File: config.mk
export PLATFORM = sky130hd
export DESIGN_NAME = hlt_mode_ctrl
export DESIGN_NICKNAME = d
export VERILOG_FILES = /design/src/core/hlt_pkg.sv /design/src/core/hlt_sync.sv /design/src/core/hlt_ers_edge.sv /design/src/core/hlt_mode_ctrl.sv
export VERILOG_INCLUDE_DIRS = /design/src /design/src/core
export SDC_FILE = /design/constraint.sdc
export NUM_CORES = 1
export LEC_CHECK = 0
export ABC_AREA = 1
export ABC_CLOCK_PERIOD_IN_PS = 1900
export CAP_MARGIN = 5
export CORE_ASPECT_RATIO = 1.5
export CORE_MARGIN = 2
export CORE_UTILIZATION = 55
export CTS_CLUSTER_SIZE = 40
export DETAILED_ROUTE_END_ITERATION = 8
export DONT_BUFFER_PORTS = 1
export PLACE_DENSITY = 0.7
export SYNTH_ARGS = -nofsm -noshare
export SYNTH_HDL_FRONTEND = slang
export SYNTH_SLANG_ARGS = --single-unit
File: constraint.sdc
create_clock -name clk -period 1.9 [get_ports clk]
set_input_delay 0.475 -clock clk [delete_from_list [all_inputs] [get_ports clk]]
set_output_delay 0.475 -clock clk [all_outputs]
set_load 0.01 [all_outputs]
File: src/core/hlt_map.svh
`ifndef HLT_MAP_SVH
`define HLT_MAP_SVH

// mode field layout
`define HLT_MODE_W      5
`define HLT_FAM_HI      4
`define HLT_FAM_LO      3
`define HLT_VAR_HI      2
`define HLT_VAR_LO      0

// mode family codes
`define HLT_FAM_FREE    2'h0
`define HLT_FAM_ONESHOT 2'h1
`define HLT_FAM_MONO    2'h2
`define HLT_FAM_RSVD    2'h3

// variant codes within a family
`define HLT_VAR_0       3'h0
`define HLT_VAR_1       3'h1
`define HLT_VAR_2       3'h2
`define HLT_VAR_3       3'h3
`define HLT_VAR_4       3'h4
`define HLT_VAR_5       3'h5
`define HLT_VAR_6       3'h6
`define HLT_VAR_7       3'h7

// reset values
`define HLT_CNT_ZERO    8'h00
`define HLT_MODE_RST    5'h00

// enable delay depth and external signal synchroniser depth
`define HLT_ON_SYNC     2
`define HLT_ERS_SYNC    2

`endif

File: src/core/hlt_pkg.sv
package hlt_pkg;

    // external signal after synchronisation and debug qualification
    typedef struct packed {
        logic rise;
        logic fall;
        logic level;
    } hlt_ers_t;

    // start state for the edge started modes
    typedef enum logic [2:0] {
        HLT_ST_IDLE  = 3'h1,
        HLT_ST_ARMED = 3'h2,
        HLT_ST_RUN   = 3'h4
    } hlt_state_t;

endpackage : hlt_pkg

File: src/core/hlt_sync.sv
`timescale 1ns/1ps
`default_nettype none

module hlt_sync #(
    parameter int STAGES = 2
) (
    input  wire logic clk,
    input  wire logic sys_rst,
    input  wire logic async_in,
    output logic      sync_out
);

    logic [STAGES-1:0] sync_chain_ff;

    ////////////////////////////////////////////////////////////////////////
    // plain flop chain, only the last stage is read
    always_ff @(posedge clk or posedge sys_rst) begin
        if (sys_rst) begin
            sync_chain_ff <= '0;
        end else begin
            sync_chain_ff <= {sync_chain_ff[STAGES-2:0], async_in};
        end
    end

    assign sync_out = sync_chain_ff[STAGES-1];

endmodule : hlt_sync

`default_nettype wire

File: src/core/hlt_ers_edge.sv
`timescale 1ns/1ps
`default_nettype none

module hlt_ers_edge (
    input  wire logic         clk,
    input  wire logic         sys_rst,
    input  wire logic         ers_sync,
    input  wire logic         debug_mode,
    output hlt_pkg::hlt_ers_t ers_evt
);

    logic last_ff;

    ////////////////////////////////////////////////////////////////////////
    // history of the synchronised level
    always_ff @(posedge clk or posedge sys_rst) begin
        if (sys_rst) begin
            last_ff <= 1'b0;
        end else begin
            last_ff <= ers_sync;
        end
    end

    ////////////////////////////////////////////////////////////////////////
    // qualified events; level frozen in debug so gates do not flip
    // debug blocks triggers
    always_ff @(posedge clk or posedge sys_rst) begin
        if (sys_rst) begin
            ers_evt <= '0;
        end else if (debug_mode) begin
            ers_evt.rise <= 1'b0;
            ers_evt.fall <= 1'b0;
        end else begin
            ers_evt.rise  <= ers_sync & ~last_ff;
            ers_evt.fall  <= ~ers_sync & last_ff;
            ers_evt.level <= ers_sync;
        end
    end

endmodule : hlt_ers_edge

`default_nettype wire

File: src/core/hlt_mode_ctrl.sv
// Functional notes
// - five-bit mode: family and start variant
// - family 11 and three mono codes reserved
// - debug mode ignores external trigger events
// - re-enable needs fresh edge to resume
// - one-shot match clears enable, stops zero
// - monostable match stops zero, keeps enable
// - hardware gate counts at active level
// - level reset holds count at level
// - level-start one-shot, opposite level resets
// - enable and signal synchronised two clocks
// - instruction clock: enable next period
// - period match pulses, count clears next
`timescale 1ns/1ps
`default_nettype none
`include "hlt_map.svh"

module hlt_mode_ctrl #(
    parameter int CNT_W = 8
) (
    input  wire logic                     clk,
    input  wire logic                     sys_rst,
    input  wire logic [`HLT_MODE_W-1:0]   hardware_limit_control,
    input  wire logic [CNT_W-1:0]         period_value,
    input  wire logic                     on_write,
    input  wire logic                     on_wdata,
    input  wire logic                     instr_clk_sel,
    input  wire logic                     debug_mode,
    input  wire logic                     external_reset_signal,
    output logic [CNT_W-1:0]              count_value,
    output logic                          timer_on,
    output logic                          period_match,
    output logic                          counting,
    output logic                          mode_reserved
);

    ////////////////////////////////////////////////////////////////////////
    // helpers

    // reserved selections
    function automatic logic is_reserved(input logic [`HLT_MODE_W-1:0] m);
        logic [1:0] fam;
        logic [2:0] var_c;
        fam   = m[`HLT_FAM_HI:`HLT_FAM_LO];
        var_c = m[`HLT_VAR_HI:`HLT_VAR_LO];
        is_reserved = (fam == `HLT_FAM_RSVD) ||
                      ((fam == `HLT_FAM_MONO) &&
                       ((var_c == `HLT_VAR_0) || (var_c == `HLT_VAR_4) ||
                        (var_c == `HLT_VAR_5)));
    endfunction : is_reserved

    // start edge chosen by the variant: rising, falling or either
    function automatic logic start_edge(input logic [2:0] var_c,
                                        input hlt_pkg::hlt_ers_t e);
        start_edge = 1'b0;
        case (var_c)
            `HLT_VAR_1, `HLT_VAR_4, `HLT_VAR_6: start_edge = e.rise;
            `HLT_VAR_2, `HLT_VAR_5, `HLT_VAR_7: start_edge = e.fall;
            `HLT_VAR_3:                         start_edge = e.rise | e.fall;
            default:                            start_edge = 1'b0;
        endcase
    endfunction : start_edge

    ////////////////////////////////////////////////////////////////////////
    // declarations

    logic [1:0]               fam;
    logic [2:0]               var_c;
    logic                     rsvd;
    logic                     ers_sync;
    hlt_pkg::hlt_ers_t        ers;
    logic                     on_ff;
    logic [`HLT_ON_SYNC-1:0]  on_pipe_ff;
    logic                     on_eff;
    logic                     en;
    logic                     needs_edge;
    logic                     is_oneshot;
    logic                     cnt_en;
    logic                     rst_now;
    logic                     match_now;
    logic                     start_now;
    logic [CNT_W-1:0]         count_ff;
    logic                     match_ff;
    logic                     counting_ff;
    logic                     rsvd_ff;
    hlt_pkg::hlt_state_t      state_ff;
    hlt_pkg::hlt_state_t      nxt_state;

    ////////////////////////////////////////////////////////////////////////
    // mode field split
    // family and variant
    assign fam   = hardware_limit_control[`HLT_FAM_HI:`HLT_FAM_LO];
    assign var_c = hardware_limit_control[`HLT_VAR_HI:`HLT_VAR_LO];
    assign rsvd  = is_reserved(hardware_limit_control);

    ////////////////////////////////////////////////////////////////////////
    // external signal path; source timing (spacing, hold) is the
    // sender's job, a shorter pulse may be missed by the two flops
    // edges need spacing
    hlt_sync #(
        .STAGES   (`HLT_ERS_SYNC)
    ) u_ers_sync (
        .clk      (clk),
        .sys_rst  (sys_rst),
        .async_in (external_reset_signal),
        .sync_out (ers_sync)
    );

    hlt_ers_edge u_ers_edge (
        .clk        (clk),
        .sys_rst    (sys_rst),
        .ers_sync   (ers_sync),
        .debug_mode (debug_mode),
        .ers_evt    (ers)
    );

    ////////////////////////////////////////////////////////////////////////
    // enable bit; software write and one-shot hardware clear
    // software wins a same-cycle collision so a restart is never lost
    // one-shot clears enable
    always_ff @(posedge clk or posedge sys_rst) begin
        if (sys_rst) begin
            on_ff <= 1'b0;
        end else if (on_write) begin
            on_ff <= on_wdata;
        end else if (match_now && is_oneshot) begin
            on_ff <= 1'b0;
        end
    end

    ////////////////////////////////////////////////////////////////////////
    // enable delay line; set takes effect late, clear acts at once
    // so a cleared one-shot cannot restart from the stale pipe
    always_ff @(posedge clk or posedge sys_rst) begin
        if (sys_rst) begin
            on_pipe_ff <= '0;
        end else begin
            on_pipe_ff <= {on_pipe_ff[`HLT_ON_SYNC-2:0], on_ff};
        end
    end

    assign on_eff = instr_clk_sel ? on_pipe_ff[0] : on_pipe_ff[`HLT_ON_SYNC-1];
    assign en     = on_ff & on_eff & ~rsvd;

    ////////////////////////////////////////////////////////////////////////
    // mode classification
    always_comb begin
        needs_edge = 1'b0;
        is_oneshot = 1'b0;
        case (fam)
            `HLT_FAM_ONESHOT: begin
                needs_edge = (var_c != `HLT_VAR_0);
                is_oneshot = 1'b1;
            end
            `HLT_FAM_MONO: begin
                needs_edge = (var_c == `HLT_VAR_1) || (var_c == `HLT_VAR_2) ||
                             (var_c == `HLT_VAR_3);
                is_oneshot = (var_c == `HLT_VAR_6) || (var_c == `HLT_VAR_7);
            end
            default: begin
                needs_edge = 1'b0;
                is_oneshot = 1'b0;
            end
        endcase
    end

    ////////////////////////////////////////////////////////////////////////
    // count enable per mode
    always_comb begin
        cnt_en = 1'b0;
        case (fam)
            `HLT_FAM_FREE: begin
                case (var_c)
                    `HLT_VAR_1: cnt_en = en & ers.level;
                    `HLT_VAR_2: cnt_en = en & ~ers.level;
                    `HLT_VAR_6: cnt_en = en & ers.level;
                    `HLT_VAR_7: cnt_en = en & ~ers.level;
                    default:    cnt_en = en;
                endcase
            end
            `HLT_FAM_ONESHOT: begin
                cnt_en = (var_c == `HLT_VAR_0) ? en
                                               : en & (state_ff == hlt_pkg::HLT_ST_RUN);
            end
            `HLT_FAM_MONO: begin
                case (var_c)
                    `HLT_VAR_6: cnt_en = en & ers.level;
                    `HLT_VAR_7: cnt_en = en & ~ers.level;
                    default:    cnt_en = en & needs_edge &
                                         (state_ff == hlt_pkg::HLT_ST_RUN);
                endcase
            end
            default: cnt_en = 1'b0;
        endcase
    end

    ////////////////////////////////////////////////////////////////////////
    // count reset per mode; external signal ignored while disabled
    always_comb begin
        rst_now = 1'b0;
        case (fam)
            `HLT_FAM_FREE: begin
                case (var_c)
                    `HLT_VAR_3: rst_now = en & (ers.rise | ers.fall);
                    `HLT_VAR_4: rst_now = en & ers.rise;
                    `HLT_VAR_5: rst_now = en & ers.fall;
                    `HLT_VAR_6: rst_now = en & ~ers.level;
                    `HLT_VAR_7: rst_now = en & ers.level;
                    default:    rst_now = 1'b0;
                endcase
            end
            `HLT_FAM_ONESHOT: begin
                case (var_c)
                    `HLT_VAR_4: rst_now = cnt_en & ers.rise;
                    `HLT_VAR_5: rst_now = cnt_en & ers.fall;
                    `HLT_VAR_6: rst_now = cnt_en & ~ers.level;
                    `HLT_VAR_7: rst_now = cnt_en & ers.level;
                    default:    rst_now = 1'b0;
                endcase
            end
            `HLT_FAM_MONO: begin
                case (var_c)
                    `HLT_VAR_6: rst_now = en & ~ers.level;
                    `HLT_VAR_7: rst_now = en & ers.level;
                    default:    rst_now = 1'b0;
                endcase
            end
            default: rst_now = 1'b0;
        endcase
    end

    assign match_now = cnt_en & ~rst_now & (count_ff == period_value);
    assign start_now = start_edge(var_c, ers);

    ////////////////////////////////////////////////////////////////////////
    // start state machine for edge started modes
    always_comb begin
        nxt_state = state_ff;
        case (state_ff)
            hlt_pkg::HLT_ST_IDLE: begin
                if (en && needs_edge) begin
                    nxt_state = hlt_pkg::HLT_ST_ARMED;
                end
            end
            hlt_pkg::HLT_ST_ARMED: begin
                if (!en || !needs_edge) begin
                    nxt_state = hlt_pkg::HLT_ST_IDLE;
                end else if (start_now) begin
                    nxt_state = hlt_pkg::HLT_ST_RUN;
                end
            end
            hlt_pkg::HLT_ST_RUN: begin
                if (!en || !needs_edge) begin
                    nxt_state = hlt_pkg::HLT_ST_IDLE;
                end else if (match_now) begin
                    nxt_state = is_oneshot ? hlt_pkg::HLT_ST_IDLE
                                           : hlt_pkg::HLT_ST_ARMED;
                end
            end
            default: nxt_state = hlt_pkg::HLT_ST_IDLE;
        endcase
    end

    always_ff @(posedge clk or posedge sys_rst) begin
        if (sys_rst) begin
            state_ff <= hlt_pkg::HLT_ST_IDLE;
        end else begin
            state_ff <= nxt_state;
        end
    end

    ////////////////////////////////////////////////////////////////////////
    // counter; reset has priority over counting
    // clear after match
    always_ff @(posedge clk or posedge sys_rst) begin
        if (sys_rst) begin
            count_ff <= `HLT_CNT_ZERO;
        end else if (rst_now || match_now) begin
            count_ff <= `HLT_CNT_ZERO;
        end else if (cnt_en) begin
            count_ff <= count_ff + CNT_W'(1);
        end
    end

    ////////////////////////////////////////////////////////////////////////
    // registered status outputs
    // match pulse
    always_ff @(posedge clk or posedge sys_rst) begin
        if (sys_rst) begin
            match_ff    <= 1'b0;
            counting_ff <= 1'b0;
            rsvd_ff     <= 1'b0;
        end else begin
            match_ff    <= match_now;
            counting_ff <= cnt_en & ~rst_now & ~match_now;
            rsvd_ff     <= rsvd;
        end
    end

    assign count_value   = count_ff;
    assign timer_on      = on_ff;
    assign period_match  = match_ff;
    assign counting      = counting_ff;
    assign mode_reserved = rsvd_ff;

endmodule : hlt_mode_ctrl

`default_nettype wire

Yosys cells after proc, flatten, opt, wreduce, memory -nomap -nowiden --
Index checks and enable logic that the tools add are counted.
Word-level totals: logic and storage cells 103, register bits 23
Operators by class: reduce and logical (&&, ||, !) cells 23, muxes and demuxes 24, add/subtract/negate cells 1, bitwise logic cells 26, eq/ne operators 17
Operators by type and width (count):
- $and A1 B1 Y1 | 19
- $mux W8 | 2
- $eq A3 B3 Y1 const B | 5
- $mux W3 | 5
- $pmux W1 S2 | 5
- $eq A3 B2 Y1 const B | 3
- $pmux W1 S3 | 3
- $pmux W3 S3 | 1
- $add A8 B1 Y8 const B | 1
- $eq A8 B8 Y1 | 1
- $logic_or A1 B1 Y1 | 8
- $eq A3 B1 Y1 const B | 2
- $not A1 Y1 | 6
- $reduce_or A3 Y1 | 2
- $pmux W1 S5 | 1
- $eq A2 B2 Y1 const B | 2
- $mux W1 | 4
- $mux W2 | 2
- $pmux W1 S4 | 1
- $reduce_bool A2 Y1 | 2
- $reduce_or A2 Y1 | 2
- $logic_and A1 B1 Y1 | 3
- $logic_not A3 Y1 | 1
- $ne A3 B2 Y1 const B | 1
- 8 further kinds | 9

Logic depth before layout (Yosys ltp) --
Gate-level depths: netlist of the first run.
depth in word-level cells 20, mapped depth 15, depth with buffers taken out 15

Modules after synthesis --
Synthesis of the first run repeated with hierarchy kept, for this count alone.
Second synthesis, totals: cell total of the unflattened synthesis 212, area, all modules 1605.3 um^2
By module, submodules not included:
- hlt_mode_ctrl | cells an instance 197, area each 1413.9 um^2, seq. area each 426.7 um^2, instances 1
- hlt_ers_edge | cells an instance 12, area each 137.6 um^2, seq. area each 100.1 um^2, instances 1
- hlt_sync | cells an instance 3, area each 53.8 um^2, seq. area each 50.0 um^2, instances 1

Worst setup path before layout of the first run --
No wires, ideal clock.
path kind input to register, start in hardware_limit_control[3], end reg state_ff[0], stages on the path 15, library setup time 0.068 ns, slack 0.160 ns, arrival 1.672 ns, buffers on the path 1, cells stage by stage inv_1 > ha_1 > inv_1 > nor2_2 > nand3_1 > nand2_1 > inv_1 > nand2_1 > nand2_1 > nand2_2 > buf_6 > nand4_4 > nand2_2 > nand2_2 > a21oi_2
On the way: cells in the longest elaborated chain, start to end 17, elaborated cells on any way between the ends 46, those cells by class eq/ne (6); mux (15); bitwise (17); reduce/logical (8)
RTL lines:
- start: declaration | line hlt_mode_ctrl.sv:23 | input wire logic [`HLT_MODE_W-1:0] hardware_limit_control,
- $eq A2 B2 Y1 | line hlt_mode_ctrl.sv:150, hlt_mode_ctrl.sv:171, hlt_mode_ctrl.sv:201
- $logic_and A1 B1 Y1 | line hlt_mode_ctrl.sv:47 | ((fam == `HLT_FAM_MONO) &&
- $logic_or A1 B1 Y1 | line hlt_mode_ctrl.sv:46 | is_reserved = (fam == `HLT_FAM_RSVD) ||
- $not A1 Y1 | line hlt_mode_ctrl.sv:143 | assign en = on_ff & on_eff & ~rsvd;
- $and A1 B1 Y1 | line hlt_mode_ctrl.sv:143
- $and A1 B1 Y1 (2 in series) | line hlt_mode_ctrl.sv:189 | default: cnt_en = en & needs_edge &
- $pmux W1 S2 | line hlt_mode_ctrl.sv:186 | case (var_c)
- $pmux W1 S3 | line hlt_mode_ctrl.sv:171 | case (fam)
- $and A1 B1 Y1 (on tied branches)
- $pmux W1 S4 | line hlt_mode_ctrl.sv:213 | case (var_c)
- $pmux W1 S3 | line hlt_mode_ctrl.sv:201 | case (fam)
- $not A1 Y1 | line hlt_mode_ctrl.sv:232 | assign match_now = cnt_en & ~rst_now & (count_ff == period_value);
- $and A1 B1 Y1 (2 in series) | line hlt_mode_ctrl.sv:232
- $ne A3 B2 Y1 (no line)
- $reduce_and A3 Y1 (no line)
- end signal: assignment | line hlt_mode_ctrl.sv:266 | state_ff <= hlt_pkg::HLT_ST_IDLE;
- end signal: assignment | line hlt_mode_ctrl.sv:268 | state_ff <= nxt_state;
- end: declaration | line hlt_mode_ctrl.sv:86 | hlt_pkg::hlt_state_t state_ff;
Several ways; a longest one is shown, not always the timed one. The select of a mux whose other input is x is not followed. A chain may end at the register's enable or synchronous reset.

Worst setup path after layout of the first run --
start reg state_ff[0], end reg count_ff[1] (netlist: count_value[1])
On the way: cells in the longest elaborated chain, start to end 12, elaborated cells on any way between the ends 18, those cells by class eq/ne (1); mux (6); bitwise (9); reduce/logical (2)
RTL lines:
- $eq A3 B3 Y1 * | line hlt_mode_ctrl.sv:183, hlt_mode_ctrl.sv:190
- $and A1 B1 Y1 (on tied branches) | line hlt_mode_ctrl.sv:189, hlt_mode_ctrl.sv:183
- $pmux W1 S2 or $mux W1 (tied branches) | line hlt_mode_ctrl.sv:186, hlt_mode_ctrl.sv:182
- $pmux W1 S3 * | line hlt_mode_ctrl.sv:171
- $and A1 B1 Y1 (on tied branches)
- $pmux W1 S4 | line hlt_mode_ctrl.sv:213
- $pmux W1 S3 | line hlt_mode_ctrl.sv:201
- $not A1 Y1 | line hlt_mode_ctrl.sv:232
- $and A1 B1 Y1 (2 in series) | line hlt_mode_ctrl.sv:232
- $logic_or A1 B1 Y1 | line hlt_mode_ctrl.sv:278 | end else if (rst_now || match_now) begin
- $mux W8 or $reduce_bool A2 Y1 (tied branches)
- end signal: assignment | line hlt_mode_ctrl.sv:277 | count_ff <= `HLT_CNT_ZERO;
- end signal: assignment | line hlt_mode_ctrl.sv:279 | count_ff <= `HLT_CNT_ZERO;
- end signal: assignment | line hlt_mode_ctrl.sv:281 | count_ff <= count_ff + CNT_W'(1);
- end: declaration | line hlt_mode_ctrl.sv:82 | logic [CNT_W-1:0] count_ff;
Every way passes the cells marked *; elsewhere a longest branch is shown, timed or not.

==> results of run 1 <==
sequential cells by signal, indices dropped and copies added (netlist names):
name                      count
count_value                   8
state_ff                      3
u_ers_edge.ers_evt            3
on_pipe_ff                    2
u_ers_sync.sync_chain_ff      2
counting                      1
mode_reserved                 1
period_match                  1
timer_on                      1
u_ers_edge.last_ff            1
through the flow:
step / setup WS, ps / utilization, % / instance area, µm² / hold WS, ps / instances
CTS: 117 / 60.3 / 1720 / 148 / 253
finish: 196 / 61.4 / 1750 / 132 / 256
global route: 3.31 / 61.4 / 1750 / 179 / 256
detailed placement: 11.5 / 58.6 / 1670 / 352 / 249
global placement: 59.1 / 58.6 / 1670 / 346 / 249
floorplan: 160 / - / 1630 / 331 / 210
worst max-delay path: stages, from the launching register on:
cell and delay (ps):
dfstp_2 520, inv_1 60, nand3_2 90, nand2_1 60
nand2_1 50, nand2_1 50, inv_1 40, nand2_1 40
nand2_1 60, nand2_2 100, a21boi_4 260, nand2_1 90
nor2_2 110, nand2_1 60, nand2_1 60
power groups by stage:
| stage | logic [µW] | clock network [µW] | registers (µW) |
|---|---|---|---|
| after floorplan | 255 | 0 | 614 |
| after global placement | 320 | 0 | 611 |
| after detailed placement | 334 | 0 | 615 |
| after CTS | 337 | 307 | 606 |
| after global routing | 381 | 320 | 614 |
| final | 338 | 297 | 606 |
worst paths after layout:
check	from	to	slack, ps	cells after the start
max in group asynchronous	sys_rst	mode_reserved	1240	2
setup / recovery	state_ff[0]	count_value[1]	200	14
setup reg to reg	state_ff[0]	count_value[1]	200	14
hold / removal	sys_rst	count_value[1]	130	1
min in group clk	external_reset_signal	u_ers_sync.sync_chain_ff[0]	230	0
hold reg to reg	u_ers_sync.sync_chain_ff[0]	u_ers_sync.sync_chain_ff[1]	380	0
layer usage:
metal,vias up,part of all wire (%)
met5,-,0
met4,0,4.0
met3,14,4.1
met2,41,57
met1,651,35
li1,689,-
final cells by class:
cell class,count,area (µm²),area share [%]
Clock buffer,3,41.3,2.36
Clock inverter,1,7.51,0.429
Inverter,31,119,6.79
Multi-Input combinational cell,149,880,50.2
Sequential cell,23,577,32.9
Tap cell,39,48.8,2.79
Timing Repair Buffer,10,78.8,4.50
cell families after synthesis:
family,share of synthesized area (%)
flip-flops,35.4
adder cells (fa/ha/maj),3.84
AND/OR/NAND/NOR,35.7
AO/OA/AOI/OAI,6.60
XOR/XNOR,7.52
buffers and inverters,11.0
repair_timing:
action,CTS,global route
hold buffers,0,0
setup buffers,0,3
endpoints found under the setup margin,0,8
resized for setup,0,2
layout by cell type (no fill, tap or decap), drive strengths merged:
cell type / n
xnor2: 10
nor2: 13
nor3: 5
clkbuf: 3
nand3: 24
o31ai: 2
xor2: 4
ha: 5
dfrtp: 22
dfstp: 1
inv: 31
nand2: 57
nor3b: 1
buf: 10
o211ai: 1
a21oi: 5
a21boi: 1
o21bai: 1
clkinvlp: 1
o21ai: 6
nand4: 14
==> results.ini, run 1 <==
[setup_path]
worst-setup-path-type = reg -> reg
crit_path_max_fanout = 7
timing.critical_path.arrival_ps = 1910
endpoint_kind = register
crit_path_start_kind = register
cp_data_required_time_ps = 2110

[cells_and_area]
drive_above_1_share_pct = 16.6
synth_to_final_area_change_pct = 7.44
nFillCells = 264
antennaDiodeCount = 0
final_net_count = 243

[floorplan]
pin_count = 32
floorplan.die.height_um = 70.7
dieWidth_um = 48.5
coreArea_mm2 = 0.00285
core.rowCount = 24
initial_utilization_pct = 57.1
die-area_mm2 = 0.00342

[sta]
finalSetupTns_ps = 0
worst_slew_margin_rel_pct = 64.1
final.setup_skew_ps = 9.95
setup_repair_after_global_routing_missed_its_margin = false
layout_min_cycle_time_ps = 1700
final-hold-violation-count = 0
maxSlewViolCount = 0
period_share_pct = 89.7
endpoints_failing_setup = 0
worst_pin_slew_ps = 538
fmax_mhz = 587

[cts]
htreeDepth = 1
insertion_delay_ps = 260
tritoncts = yes
cts_buffer_depth = 2
cts.clk_slew.worst_paths_ps = 80
clock_sinks = 23
clock_tree.root_cell = clkbuf_8
cts_inserted_buffers = 3

[synthesis]
synth_top_area_share_pct = 33.8
ys_seq_area_share_pct = 35.4
postSynthNetCount = 235
yosys_warnings = 0
synth_area_leaders = dfrtp_1, nand2_1, nand3_1, inv_1, xnor2_1
synth_largest_area_cell = dfrtp_1
postSynthRegisterBits = 23
synth_cell_type_count = 32
synthMostInstantiatedCell = nand2_1
synth_commonest_cells = nand2_1, inv_1, nand3_1
synth-edff-count = 0
synth_top_flop_cell = dfrtp_1
postSynth.asyncResetShare_pct = 100
syn_area_per_cell_um2 = 7.76
synthCells = 210
mapped_cell_area_mm2 = 0.00163

[pwr]
cellLeakagePower_uw = 0.000925
intPower_uw = 837
sequentialPowerShare_pct = 48.8
net-switching-power_uw = 404
switching_share_pct = 32.5
power.ir.vdd_worst_mv = 0.504
power.share.clock_pct = 23.9
power_density_mw_per_mm2 = 708
comb_power_share_pct = 27.2
total_power_uw = 1240

[routing]
post-route-drc-count = 0
1st_iter_drt_viols = 27
drtPass1Iterations = 4
post_drt_via_cell_ratio = 5.45
number_of_nets_with_antenna_violations_after_detailed_routing = 0
route.final.wire_length_um = 3360
wl_per_cell_um = 13.1
num_vias = 1395

[global_routing]
grt_util_met2_pct = 42.3
gr-max-usage-layer = met2
grtUsageTotal_pct = 21.4
grt.met3_usage_pct = 3.38
grt_pass1_wl_um = 5840
initial_antenna_violation_count = 0
grt_start_max_net_pins = 16
first_global_vias = 1427
globalRouteOverflowTotal = 0
groute.layer.met1.usage_pct = 20.3

[run_status]
status = finished clean

[hold_path]
hold_path.class = in -> async

[place]
place.gp.congestion = 0.893
buffer_ports.inserted = 0
dp.final_hpwl_um = 2850

[job]
cap_viol_max_count = 0

Power figures use the tool's default switching activity.
==> run 2: changes to the inputs <==
--- a/config.mk
+++ b/config.mk
@@ -15,7 +15,7 @@
 export CTS_CLUSTER_SIZE = 40
 export DETAILED_ROUTE_END_ITERATION = 8
 export DONT_BUFFER_PORTS = 1
-export PLACE_DENSITY = 0.7
+export PLACE_DENSITY = 0.68
 export SYNTH_ARGS = -nofsm -noshare
 export SYNTH_HDL_FRONTEND = slang
 export SYNTH_SLANG_ARGS = --single-unit
==> run 2 against run 1 <==
Net effect: fmax decreased by 1.4%; hold slack worse by 2.0 ps; final cell count increased by 0.78%; critical path type unchanged.
==> results.ini, run 2 (synthesized netlist as in run 1, its figures left out) <==
[run_status]
status = finished clean

[sta]
maxSlewViolCount = 0
fin_hold_ws_ps = 130
final.setup_skew_ps = 3.57
period_share_pct = 91.0
finalSetupTns_ps = 0
worst_slew_margin_rel_pct = 71.5
layout_min_cycle_time_ps = 1730
final-hold-violation-count = 0
endpoints_failing_setup = 0
fmax_mhz = 579
setup_repair_after_global_routing_missed_its_margin = false
worst_pin_slew_ps = 425

[global_routing]
grtUsageTotal_pct = 22.5
grt_pass1_wl_um = 6130
first_global_vias = 1416
globalRouteOverflowTotal = 0
initial_antenna_violation_count = 0
grt_start_max_net_pins = 24

[cells_and_area]
finish.instance_area_mm2 = 0.00177
seqCellArea_um2 = 577
layout.cells.most_common = nand2_1
final_cell_mix = nand2_1, inv_1, nand3_1, dfrtp_1
synth_to_final_area_change_pct = 8.60
drive_above_1_share_pct = 17.8
area_occupied_by_multi_input_gates_um2 = 883
number_of_flip_flops_in_the_largest_register = 8
antennaDiodeCount = 0
post_layout_nonfiller_instances = 258
nFillCells = 265
final_net_count = 245

[floorplan]
die-area_mm2 = 0.00342
coreArea_mm2 = 0.00285
floorplan.die.height_um = 70.7
initial_utilization_pct = 57.1
dieWidth_um = 48.5
pin_count = 32
core.rowCount = 24

[setup_path]
crit_path_start_kind = register
r2r_slack_ps = 170
rr_worst_depth = 13
timing.critical_path.slowest_stage_cell = dfstp_2
slowest_delay_ps = 520
cells_traversed_along_the_worst_timing_path = inv_1 -> nand3_2 -> nand2_1 -> nand2_1 -> nand2_1 -> inv_1 -> nand2_1 -> nand2_1 -> nand2_2 -> a21boi_4 -> buf_6 -> nand4_1 -> nand2_1
number_of_buffers_and_inverters_on_the_critical_path = 3
path_common_cell = nand2_1
timing.critical_path.max_delay_family = simple AND/OR/NAND/NOR gates
worst_r2r_endpoint = count_value[7]
cp_data_required_time_ps = 2100
endpoint_kind = register
timing.critical_path.arrival_ps = 1930
crit_path_max_fanout = 8
worst-setup-path-type = reg -> reg
critical_path.reg2reg.startpoint = state_ff[0]

[routing]
num_vias = 1403
route.final.wire_length_um = 3540
post_drt_via_cell_ratio = 5.44
1st_iter_drt_viols = 38
wl_per_cell_um = 13.7
number_of_nets_with_antenna_violations_after_detailed_routing = 0
drtPass1Iterations = 4
post-route-drc-count = 0

[cts]
cts.clk_slew.worst_paths_ps = 80
cts_buffer_depth = 2
clock_tree.root_cell = clkbuf_8
cts_inserted_buffers = 3
tritoncts = yes
insertion_delay_ps = 260
htreeDepth = 1
clock_sinks = 23

[pwr]
power_density_mw_per_mm2 = 704
cellLeakagePower_uw = 0.000938
power.ir.vdd_worst_mv = 0.612
comb_power_share_pct = 27.6
intPower_uw = 838
total_power_uw = 1250
power.share.clock_pct = 24.2
sequentialPowerShare_pct = 48.2
net-switching-power_uw = 408
switching_share_pct = 32.7

[place]
dp_cells = 253
place.gp.congestion = 0.895
buffer_ports.inserted = 0
placed_cell_area_mm2 = 0.00170
dp.final_hpwl_um = 2890

[job]
cap_viol_max_count = 0

[hold_path]
hold_path.class = in -> async

run 2: changes by cell type in the layout (fill, tap and decap cells not counted), sizes merged:
cell  previous run  this run
buf             10        12
run 2: cell type report:
| type | count | area share, % |
|---|---|---|
| multi-input cells | 149 | 49.9 |
| flip-flops and latches | 23 | 32.6 |
| inverters | 31 | 6.71 |
| repair buffers | 12 | 5.30 |
| well taps | 39 | 2.76 |
| clock buffers | 3 | 2.33 |
| clock inverters | 1 | 0.424 |
run 2: worst max-delay path by stage:
stage,to,from,slack [ps],cells after the start
2_1_floorplan,state_ff[0],hardware_limit_control[3],160,15
3_3_place_gp,count_value[4],hardware_limit_control[3],60,14
3_5_place_dp,count_value[7],hardware_limit_control[3],-40,14
4_1_cts,count_value[7],state_ff[0],110,13
5_1_grt,count_value[1],state_ff[0],6,14
6_report,count_value[7],state_ff[0],170,13
run 2: power by group through the flow:
| stage | combinational [µW] | sequential (µW) | clock (µW) |
|---|---|---|---|
| 2_1_floorplan | 255 | 614 | 0 |
| 3_3_place_gp | 328 | 608 | 0 |
| 3_5_place_dp | 341 | 610 | 0 |
| 4_1_cts | 343 | 602 | 308 |
| 5_1_grt | 395 | 609 | 328 |
| 6_report | 344 | 601 | 301 |
run 2: layer usage:
| layer | vias up | global-route usage (%) | wire length (µm) |
|---|---|---|---|
| li1 | 695 | - | - |
| met1 | 657 | 22.2 | 1290 |
| met2 | 37 | 45.1 | 1970 |
| met3 | 14 | 2.95 | 141 |
| met4 | 0 | 11.1 | 136 |
| met5 | - | 0 | 0 |
run 2: what timing repair did:
action,4_1_cts,5_1_grt
setup endpoints to repair,0,3
gates resized for setup,0,3
hold buffers,0,0
buffers inserted,0,1
run 2: worst reg2reg max path: cells and delay by family (launching register included):
family                 cells  cell delay [ps]
AO/OA/AOI/OAI              1              270
buffers and inverters      3              260
flip-flops                 1              520
AND/OR/NAND/NOR            9              620
run 2: through the flow:
step | worst slack, ps | util [%]
floorplan | 160 | -
global placement | 58.4 | 59.6
detailed placement | -41.5 | 59.6
CTS | 115 | 61.4
global route | 5.87 | 62.1
finish | 172 | 62.1
==> run 3: changes to the inputs <==
--- a/config.mk
+++ b/config.mk
@@ -7,8 +7,7 @@
 export NUM_CORES = 1
 export LEC_CHECK = 0
 export ABC_AREA = 1
-export ABC_CLOCK_PERIOD_IN_PS = 1900
-export CAP_MARGIN = 5
+export ABC_CLOCK_PERIOD_IN_PS = 2200
 export CORE_ASPECT_RATIO = 1.5
 export CORE_MARGIN = 2
 export CORE_UTILIZATION = 55
==> constraint.sdc (replaced) <==
create_clock -name clk -period 2.2 [get_ports clk]
set_input_delay 0.55 -clock clk [delete_from_list [all_inputs] [get_ports clk]]
set_output_delay 0.55 -clock clk [all_outputs]
set_load 0.01 [all_outputs]
==> run 3 against run 2 <==
Net effect: final cell count is 3.5% lower; clock-buffer cell count stayed put; register-to-register slack better by 220 ps; sequential cell count stayed put; global-route usage is 0.48 points lower; routed wire length is 2.8% lower; first-iteration DRC count is 24% lower; hold slack better by 77 ps; largest cell class unchanged; largest power group unchanged; highest routed layer unchanged.
==> results.ini, run 3 (synthesized netlist as in run 1, its figures left out) <==
[run_status]
status = finished clean

[setup_path]
rr_worst_depth = 13
crit_path_start_kind = register
crit_path_max_fanout = 12
worst-setup-path-type = reg -> reg
timing.critical_path.slowest_stage_cell = dfstp_2
timing.critical_path.arrival_ps = 2010
number_of_buffers_and_inverters_on_the_critical_path = 3
cells_traversed_along_the_worst_timing_path = inv_1 -> nand3_1 -> nand2_1 -> nand2_1 -> nand2_1 -> inv_1 -> nand2_1 -> nand2_1 -> nand2_2 -> a21boi_4 -> buf_4 -> nand4_1 -> nand2_1
path_common_cell = nand2_1
worst_r2r_endpoint = count_value[4]
timing.critical_path.max_delay_family = simple AND/OR/NAND/NOR gates
critical_path.reg2reg.startpoint = state_ff[0]
cp_data_required_time_ps = 2400
slowest_delay_ps = 520
endpoint_kind = register
r2r_slack_ps = 390

[pwr]
power.ir.vdd_worst_mv = 0.516
switching_share_pct = 32.9
intPower_uw = 705
comb_power_share_pct = 23.5
cellLeakagePower_uw = 0.000891
net-switching-power_uw = 345
power_density_mw_per_mm2 = 621
power.share.clock_pct = 25.0
sequentialPowerShare_pct = 51.6
total_power_uw = 1050

[cts]
htreeDepth = 1
insertion_delay_ps = 260
cts_setup_buffers = 0
cts.clk_slew.worst_paths_ps = 80
clock_sinks = 23
cts_inserted_buffers = 3
ctsResizeCount = 0
cts_hold_repair.buffers = 0
cts_buffer_depth = 2
clock_tree.root_cell = clkbuf_8
tritoncts = yes

[floorplan]
initial_utilization_pct = 57.1
pin_count = 32
core.rowCount = 24
die-area_mm2 = 0.00342
dieWidth_um = 48.5
coreArea_mm2 = 0.00285
floorplan.die.height_um = 70.7

[global_routing]
grtUsageTotal_pct = 22.0
grt_start_max_net_pins = 24
grt_pass1_wl_um = 5950
first_global_vias = 1358
globalRouteOverflowTotal = 0
initial_antenna_violation_count = 0

[sta]
final.setup_skew_ps = 3.93
fmax_mhz = 552
setup_repair_after_global_routing_missed_its_margin = false
layout_min_cycle_time_ps = 1810
period_share_pct = 82.4
maxSlewViolCount = 0
worst_slew_margin_rel_pct = 70.7
endpoints_failing_setup = 0
finalSetupTns_ps = 0
final-hold-violation-count = 0
worst_pin_slew_ps = 438

[routing]
post-route-drc-count = 0
number_of_nets_with_antenna_violations_after_detailed_routing = 0
drtPass1Iterations = 5
post_drt_via_cell_ratio = 5.47
1st_iter_drt_viols = 29
wl_per_cell_um = 13.8
route.final.wire_length_um = 3440
num_vias = 1361

[hold_path]
hold_path.class = in -> async

[cells_and_area]
number_of_flip_flops_in_the_largest_register = 8
drive_above_1_share_pct = 13.3
nFillCells = 278
final_cell_mix = nand2_1, inv_1, nand3_1, dfrtp_1, nand4_1
final_net_count = 236
antennaDiodeCount = 0
synth_to_final_area_change_pct = 3.68
post_layout_nonfiller_instances = 249
final_util_pct = 59.3
layout.cells.most_common = nand2_1

[place]
dp_cells = 245
place.gp.congestion = 0.897
buffer_ports.inserted = 0
dp.final_hpwl_um = 2860

[job]
cap_viol_max_count = 0

run 3: changes by cell type in the layout (fill, tap and decap cells not counted):
cell	change
buf_6	-1
o21ai_2	-1
nand3_1	+1
o21ai_1	+1
buf_4	-8
nand3_2	-1
run 3: how the worst max path moves through the flow:
stage	endpoint	startpoint	slack, ps	cells past startpoint
2_1_floorplan	state_ff[0]	hardware_limit_control[3]	380	15
3_3_place_gp	count_value[7]	hardware_limit_control[3]	290	14
3_5_place_dp	count_value[4]	hardware_limit_control[3]	220	14
4_1_cts	count_value[4]	state_ff[0]	400	13
5_1_grt	count_value[4]	state_ff[0]	240	13
6_report	count_value[4]	state_ff[0]	390	13
run 3: worst reg2reg max path, cell delays in order (launching register included):
cell and delay (ps):
dfstp_2 520, inv_1 50, nand3_1 170, nand2_1 80, nand2_1 50, nand2_1 50, inv_1 40, nand2_1 40
nand2_1 60, nand2_2 100, a21boi_4 190, buf_4 200, nand4_1 110, nand2_1 90
run 3: stage by stage:
step           setup slack, ps  hold slack, ps  instance area (µm²)
2_1_floorplan              385             331                 1630
3_3_place_gp               293             337                 1640
3_5_place_dp               222             340                 1640
4_1_cts                    405             208                 1690
5_1_grt                    239             220                 1690
6_report                   387             207                 1690
run 3: power groups by stage:
stage	combinational (µW)	sequential (µW)	clock [µW]
after global routing	286	551	286
final	246	541	262
after floorplan	220	530	0
after global placement	236	548	0
after detailed placement	249	550	0
after CTS	249	541	272
run 3: area by class of cell:
type / instances / area [µm²] / share of cell area, %
clock inverter: 1 / 7.51 / 0.444
clock buffer: 3 / 41.3 / 2.44
timing repair buffer: 3 / 22.5 / 1.33
sequential: 23 / 577 / 34.1
inverter: 31 / 119 / 7.03
multi-input combinational: 149 / 875 / 51.7
tap: 39 / 48.8 / 2.89
run 3: routing by layer:
metal  share of wire (%)  up-vias  track usage [%]
met5                   0        -                0
met4                 3.3        0             9.52
met3                 3.0       10             3.16
met2                  57       34             44.0
met1                  36      638             22.2
li1                    -      679                -
